$ cat src/etc_pkg.sv
package etc_pkg;

  // ----------------------------------------
  // Field positions within the five-bit control word
  // ----------------------------------------
  localparam int FLD_WAIT_POS = 0;
  localparam int FLD_ORDER_POS = 1;
  localparam int FLD_ERR_POS = 2;
  localparam int FLD_KEY_POS = 3;
  localparam int FLD_PA_POS = 4;
  localparam int FLD_WIDTH = 5;
  localparam int FLD_LSB_IN_REG = 13;

  // Warm reset gives an unknown value; this pattern stands in for it.
  localparam logic [4:0] FLD_RESET_VAL = 5'h00;

  // ----------------------------------------
  // Syndrome classes and levels
  // ----------------------------------------
  localparam logic [5:0] CLASS_NONE = 6'h00;
  localparam logic [5:0] CLASS_WAIT = 6'h01;
  localparam logic [5:0] CLASS_COPROC32 = 6'h03;
  localparam logic [5:0] CLASS_PTR_AUTH = 6'h09;
  localparam logic [5:0] CLASS_SYSREG = 6'h18;
  localparam logic [1:0] LEVEL_TOP = 2'h3;

  // ----------------------------------------
  // Request kinds
  // ----------------------------------------
  typedef enum logic [2:0] {
    KIND_PA_INSTR,
    KIND_GEN_AUTH,
    KIND_KEY_REG,
    KIND_ERR_REG,
    KIND_ORDER_REG,
    KIND_WAIT,
    KIND_TIMED_WAIT
  } etc_kind_t;

  typedef enum logic [1:0] {
    ERR_BASE,
    ERR_SECOND,
    ERR_MISC23,
    ERR_MISC47
  } etc_err_grp_t;

endpackage

$ cat src/etc_trap_field.sv
module etc_trap_field #(
  parameter bit IMPLEMENTED = 1'b1,
  parameter bit RESET_VAL = 1'b0
) (
  input wire logic clk,
  input wire logic rst,
  input wire logic wr_en,
  input wire logic wr_bit,
  output logic value
);

  // ----------------------------------------
  // Storage
  // ----------------------------------------
  always_ff @(posedge clk) begin
    if (rst) begin
      value <= IMPLEMENTED ? RESET_VAL : 1'b0;
    end else if (wr_en && IMPLEMENTED) begin
      value <= wr_bit;
    end
  end
endmodule

$ cat src/etc_pa_enable_sel.sv
module etc_pa_enable_sel #(
  parameter bit SECURE_HYP = 1'b1
) (
  input wire logic clk,
  input wire logic rst,
  input wire logic [1:0] level,
  input wire logic secure,
  input wire logic trap_general_exceptions,
  input wire logic e2h,
  input wire logic l1_en,
  input wire logic l2_en,
  output logic en
);

  logic host_mode;

  // ----------------------------------------
  // Enable selection
  // ----------------------------------------
  always_comb begin
    host_mode = trap_general_exceptions && e2h && (SECURE_HYP || !secure);
    en = 1'b0;
    unique case (level)
      2'h0: en = host_mode ? l2_en : l1_en;
      2'h1: en = l1_en;
      2'h2: en = l2_en;
      2'h3: en = 1'b0;
    endcase
  end
endmodule

$ cat src/etc_top.sv
module etc_top #(
  parameter bit TOP_LEVEL_PRESENT = 1'b1,
  parameter bit SECURE_HYP_SUPPORT = 1'b1,
  parameter bit POINTER_AUTH_SUPPORT = 1'b1,
  parameter bit RELIABILITY_SUPPORT = 1'b1,
  parameter bit RELIABILITY_EXT_SUPPORT = 1'b1,
  parameter bit ORDERING_REGION_SUPPORT = 1'b1,
  parameter bit TIMED_WAIT_SUPPORT = 1'b1
) (
  input wire logic CLK,
  input wire logic SYS_RST,
  input wire logic CTRL_WR_EN,
  input wire logic [4:0] CTRL_WR_DATA,
  output logic [4:0] CTRL_RD_DATA,
  output logic CTRL_INIT,
  input wire logic REQ_VALID,
  input wire etc_pkg::etc_kind_t REQ_KIND,
  input wire logic [1:0] REQ_LEVEL,
  input wire logic REQ_SECURE,
  input wire logic REQ_STATE32,
  input wire logic REQ_COND_PASS,
  input wire logic REQ_DEFINED,
  input wire etc_pkg::etc_err_grp_t REQ_ERR_GRP,
  input wire logic LEVEL1_KEY_EN,
  input wire logic LEVEL2_KEY_EN,
  input wire logic TRAP_GENERAL_EXCEPTIONS,
  input wire logic HOST_EXTENSION_ENABLE,
  input wire logic HYP_PTR_AUTH_TRAP,
  input wire logic HYP_KEY_TRAP,
  input wire logic OTHER_KEY_TRAP,
  input wire logic HYP_REGION_TRAP,
  input wire logic LOWER_WAIT_TRAP,
  input wire logic WOULD_SLEEP,
  output logic TRAP_VALID,
  output logic TRAP_TAKEN,
  output logic [5:0] TRAP_CLASS
);

  // ----------------------------------------
  // Control fields
  // ----------------------------------------
  localparam bit [4:0] FLD_IMPL = {POINTER_AUTH_SUPPORT, POINTER_AUTH_SUPPORT,
                                   RELIABILITY_SUPPORT, ORDERING_REGION_SUPPORT, 1'b1};

  logic [4:0] field_q;
  logic ptr_auth_instr_trap_n;
  logic auth_key_reg_trap_n;
  logic error_record_trap;
  logic ordering_region_trap;
  logic wait_event_trap;
  logic key_en_sel;
  logic below_top;
  logic mid_level;
  logic err_covered;
  logic wait_ok;
  logic trap_next;
  logic [5:0] class_next;
  logic init_reg;

  genvar gi;
  generate
    for (gi = 0; gi < etc_pkg::FLD_WIDTH; gi++) begin : g_field
      etc_trap_field #(
        .IMPLEMENTED(FLD_IMPL[gi]),
        .RESET_VAL(etc_pkg::FLD_RESET_VAL[gi])
      ) u_field (
        .clk(CLK),
        .rst(SYS_RST),
        .wr_en(CTRL_WR_EN),
        .wr_bit(CTRL_WR_DATA[gi]),
        .value(field_q[gi])
      );
    end
  endgenerate

  assign CTRL_RD_DATA = field_q;
  assign CTRL_INIT = init_reg;

  // Fields hold the FLD_RESET_VAL stand-in from reset until software has written them once.
  always_ff @(posedge CLK) begin
    if (SYS_RST) begin
      init_reg <= 1'b0;
    end else if (CTRL_WR_EN) begin
      init_reg <= 1'b1;
    end
  end

  // ----------------------------------------
  // Effective field values
  // ----------------------------------------
  always_comb begin
    ptr_auth_instr_trap_n = field_q[etc_pkg::FLD_PA_POS] || !TOP_LEVEL_PRESENT;
    auth_key_reg_trap_n = field_q[etc_pkg::FLD_KEY_POS] || !TOP_LEVEL_PRESENT;
    error_record_trap = field_q[etc_pkg::FLD_ERR_POS];
    ordering_region_trap = field_q[etc_pkg::FLD_ORDER_POS];
    wait_event_trap = field_q[etc_pkg::FLD_WAIT_POS];
  end

  etc_pa_enable_sel #(
    .SECURE_HYP(SECURE_HYP_SUPPORT)
  ) u_pa_en (
    .clk(CLK),
    .rst(SYS_RST),
    .level(REQ_LEVEL),
    .secure(REQ_SECURE),
    .trap_general_exceptions(TRAP_GENERAL_EXCEPTIONS),
    .e2h(HOST_EXTENSION_ENABLE),
    .l1_en(LEVEL1_KEY_EN),
    .l2_en(LEVEL2_KEY_EN),
    .en(key_en_sel)
  );

  // ----------------------------------------
  // Trap decision
  // ----------------------------------------
  always_comb begin
    below_top = REQ_LEVEL != etc_pkg::LEVEL_TOP;
    mid_level = (REQ_LEVEL == 2'h1) || (REQ_LEVEL == 2'h2);
    unique case (REQ_ERR_GRP)
      etc_pkg::ERR_BASE: err_covered = 1'b1;
      etc_pkg::ERR_SECOND: err_covered = REQ_STATE32;
      etc_pkg::ERR_MISC23: err_covered = REQ_STATE32 || RELIABILITY_EXT_SUPPORT;
      etc_pkg::ERR_MISC47: err_covered = REQ_STATE32 && RELIABILITY_EXT_SUPPORT;
    endcase
    wait_ok = wait_event_trap && below_top && !LOWER_WAIT_TRAP
              && (!REQ_STATE32 || REQ_COND_PASS);
    trap_next = 1'b0;
    class_next = etc_pkg::CLASS_NONE;
    unique case (REQ_KIND)
      etc_pkg::KIND_PA_INSTR: begin
        trap_next = POINTER_AUTH_SUPPORT && !ptr_auth_instr_trap_n && below_top
                    && key_en_sel && !HYP_PTR_AUTH_TRAP;
        class_next = etc_pkg::CLASS_PTR_AUTH;
      end
      etc_pkg::KIND_GEN_AUTH: begin
        trap_next = POINTER_AUTH_SUPPORT && !SECURE_HYP_SUPPORT && !ptr_auth_instr_trap_n
                    && below_top && !HYP_PTR_AUTH_TRAP;
        class_next = etc_pkg::CLASS_PTR_AUTH;
      end
      etc_pkg::KIND_KEY_REG: begin
        trap_next = POINTER_AUTH_SUPPORT && !auth_key_reg_trap_n && mid_level
                    && !HYP_KEY_TRAP && !OTHER_KEY_TRAP;
        class_next = etc_pkg::CLASS_SYSREG;
      end
      etc_pkg::KIND_ERR_REG: begin
        trap_next = RELIABILITY_SUPPORT && error_record_trap && mid_level && err_covered;
        class_next = REQ_STATE32 ? etc_pkg::CLASS_COPROC32 : etc_pkg::CLASS_SYSREG;
      end
      etc_pkg::KIND_ORDER_REG: begin
        trap_next = ORDERING_REGION_SUPPORT && ordering_region_trap && mid_level
                    && REQ_DEFINED && !HYP_REGION_TRAP;
        class_next = etc_pkg::CLASS_SYSREG;
      end
      etc_pkg::KIND_WAIT: begin
        trap_next = wait_ok && WOULD_SLEEP;
        class_next = etc_pkg::CLASS_WAIT;
      end
      etc_pkg::KIND_TIMED_WAIT: begin
        trap_next = TIMED_WAIT_SUPPORT && wait_ok && WOULD_SLEEP;
        class_next = etc_pkg::CLASS_WAIT;
      end
      default: begin
        trap_next = 1'b0;
        class_next = etc_pkg::CLASS_NONE;
      end
    endcase
    if (!REQ_VALID || !trap_next) begin
      trap_next = 1'b0;
      class_next = etc_pkg::CLASS_NONE;
    end
  end

  // ----------------------------------------
  // Answer registers
  // ----------------------------------------
  always_ff @(posedge CLK) begin
    if (SYS_RST) begin
      TRAP_VALID <= 1'b0;
      TRAP_TAKEN <= 1'b0;
      TRAP_CLASS <= etc_pkg::CLASS_NONE;
    end else begin
      TRAP_VALID <= REQ_VALID;
      TRAP_TAKEN <= trap_next;
      TRAP_CLASS <= class_next;
    end
  end
endmodule

$ cat config.mk
export PLATFORM = sky130hd
export DESIGN_NAME = etc_top
export DESIGN_NICKNAME = d
export VERILOG_FILES = /design/src/etc_pkg.sv /design/src/etc_trap_field.sv /design/src/etc_pa_enable_sel.sv /design/src/etc_top.sv
export SDC_FILE = /design/constraint.sdc
export NUM_CORES = 1
export LEC_CHECK = 0
export ABC_CLOCK_PERIOD_IN_PS = 2300
export BUFFER_PORTS_ARGS = -buffer_cell sky130_fd_sc_hd__buf_2
export CORE_UTILIZATION = 25
export DETAILED_ROUTE_END_ITERATION = 7
export HOLD_SLACK_MARGIN = 0.15
export PLACE_DENSITY_LB_ADDON = 0.1
export SLEW_MARGIN = 20
export SYNTH_ARGS = -nofsm -noshare
export SYNTH_HDL_FRONTEND = slang
export SYNTH_HIERARCHICAL = 1
export SYNTH_SLANG_ARGS = --single-unit
$ cat constraint.sdc
create_clock -name CLK -period 2.3 [get_ports CLK]
set_clock_uncertainty 0.15 [all_clocks]
set_input_delay 0.46 -clock CLK [delete_from_list [all_inputs] [get_ports CLK]]
set_output_delay 0.46 -clock CLK [all_outputs]
set_load 0.02 [all_outputs]
==> impl_metrics.tcl <==
set metrics [dict create \
    outcome "finished clean" \
    vias 606 \
    first_global_vias 585 \
    cap_violations 0 \
    core_um2 2320 \
    num_rows 17 \
    wire_per_inst_um 10.9 \
    cts_root_buffer "clkbuf_4" \
    final-hold-violation-count 0 \
    synth-seq-cells 12 \
    final_cell_count_no_fill 133 \
    n_antenna_cell 0 \
    setup_violations 0 \
    htree_num_levels 1 \
    die_h_um 52.6 \
    cts_setup_buffers 0 \
    wl_mm 1.45 \
    crit_required_ns 2.32 \
    track_usage 0.119 \
    ir_worst_vdd_v 0.000411 \
    layout_min_cycle_time_ns 1.96 \
    drt_iter0_drc 5 \
    start_kind "primary input" \
    final_util 0.365 \
    grt_pass1_wl_mm 2.35 \
    path_clk_slew_ns 0.08 \
    grt_max_degree 9 \
    groute.layer.met2.usage 0.188 \
    avgSynthCellArea_um2 9.27 \
    rsz0062_at_grt "no" \
    area_delta_synth_final_pct 32.3 \
    start_util 0.276 \
    clock_path_buffers 2 \
    route.detailed.drc 0 \
    fp.dieW_um 52.6 \
    grt_overflow 0 \
    top_usage_layer "met2" \
    post_cts_resize_count 0 \
    cts_buffers 3 \
    use_met3 0.0609 \
    holdCritPathClass "primary input to flop" \
    hold_ws_ns 0.273 \
    gp_congestion 0.708 \
    synth_cell_types 29 \
    post_route_cells_drive_above_1_share 0.448 \
    syn_area_um2 639 \
    placed_area_um2 810 \
    nNetsFinal 137 \
    dp_cells 129 \
    syn_inst 69 \
    max_freq_ghz 0.510 \
    finalSetupTns_ns 0 \
    cts_tree "done" \
    yosysSeqAreaShare 0.376 \
    postCtsHoldBufs 0 \
    io_pins 44 \
    worstSetupEndpointType "flop" \
    numClockSinks 12 \
    drtPass1Iterations 3 \
    ys_warn_count 6 \
    path_class "primary input to flop" \
    drt-vias-per-instance 4.56 \
    critPathArrivalTime_ns 1.98 \
    fin_crit_sh 0.853 \
    worstPathMaxFanout 5 \
    io_buffers 39 \
    dpl.hpwl_mm 1.18 \
    antenna_left 0 \
    n_fill_cell 261 \
    grt_use_met1 0.138 \
    slew_violations 0 \
    power.density_nw_per_um2 565 \
    design_area_um2 846 \
    antenna_found_initial 0 \
    p_leak_uw 0.000424 \
    dieArea_um2 2760 \
    clkLatencyLatePin_ns 0.27 \
]
## layer usage
metal / share of wire / routed length [um]
met2: 0.45 / 657
met3: 0.098 / 142
met4: 0.0083 / 12
met5: 0 / 0
met1: 0.44 / 640
## registers in the layout (all words and copies together), names as in the netlist
signal,count
g_field.u_field/value,5
TRAP_VALID,1
CTRL_INIT,1
TRAP_CLASS,4
TRAP_TAKEN,1
## worst paths after layout
path,start,end,slack (ns),depth (start not counted)
worst max-delay path,REQ_LEVEL[0],TRAP_CLASS[0]$_SDFF_PP0_,0.34,6
worst min register to register,CTRL_INIT$_SDFFE_PP0P_,CTRL_INIT$_SDFFE_PP0P_,0.32,2
worst max register to register,g_field[4].u_field/value$_SDFFE_PP0P_,TRAP_CLASS[0]$_SDFF_PP0_,0.71,4
worst min-delay path,CTRL_WR_DATA[2],g_field[2].u_field/value$_SDFFE_PP0P_,0.27,3
## report_power, final
| group | total (uW) | switching, uW | internal [uW] |
|---|---|---|---|
| clock network | 168 | 71.6 | 96.3 |
| logic | 90.0 | 49.2 | 40.8 |
| registers | 220 | 4.33 | 215 |
## worst max-delay path, cell delays in order
cell and delay [ns]:
buf_2 0.11, ha_1 0.31, or4bb_1 0.49, o22ai_2 0.14, a311oi_2 0.10, a2111oi_2 0.37
## final cells by class
class,instances,area [um2],area share
multi-input combinational,46,324,0.383
sequential,12,240,0.284
timing repair buffer,39,195,0.231
clock buffer,4,36.3,0.0429
tap,28,35.0,0.0414
inverter,4,15.0,0.0178
## logic make-up after synthesis
family	synth area share
and+or+nand+nor	0.239
DFF	0.376
buffers and inverters	0.123
AOI/OAI and AO/OA	0.145
muxes	0.0783
adders and majority gates	0.0196
other	0.00587
xor gates and xnor gates	0.0137
## through the flow
| stage | power, uW | setup slack (ns) |
|---|---|---|
| after global placement | 315 | 0.0569 |
| final | 478 | 0.339 |
| after global routing | 503 | 0.257 |
| after detailed placement | 316 | 0.0378 |
| after floorplan | 283 | 0.280 |
| after CTS | 487 | 0.337 |
## synth_stat cells (all sizes together)
cell     number  area, um2
a2111oi       2       25.0
a21oi         2       10.0
a22oi         1       7.51
a311oi        1       15.0
a31o          1       8.76
and3b         1       8.76
buf           8       63.8
conb          1       3.75
dfxtp        12        240
ha            1       12.5
inv           4       15.0
mux2i         5       50.1
nand2         2       7.51
nand2b        3       18.8
nand3b        1       7.51
nand4b        1       8.76
nor2         12       45.0
nor3          2       10.0
nor4          1       6.26
nor4b         1       8.76
o21ai         1       5.00
o22ai         1       12.5
o32ai         1       8.76
or3b          1       8.76
or4           1       11.3
or4bb         1       11.3
xnor2         1       8.76
## layout by cell type, fill, tap and decap left out, types with 2 or more instances in the layout
| master | n |
|---|---|
| buf_2 | 39 |
| dfxtp_1 | 12 |
| nor2_1 | 12 |
| mux2i_1 | 5 |
| inv_1 | 4 |
| nand2b_1 | 3 |
| clkbuf_4 | 3 |
| a21oi_1 | 2 |
| nand2_1 | 2 |
| nor3_1 | 2 |
| conb_1 | 2 |
No activity file was read; power rests on OpenSTA's default activity.
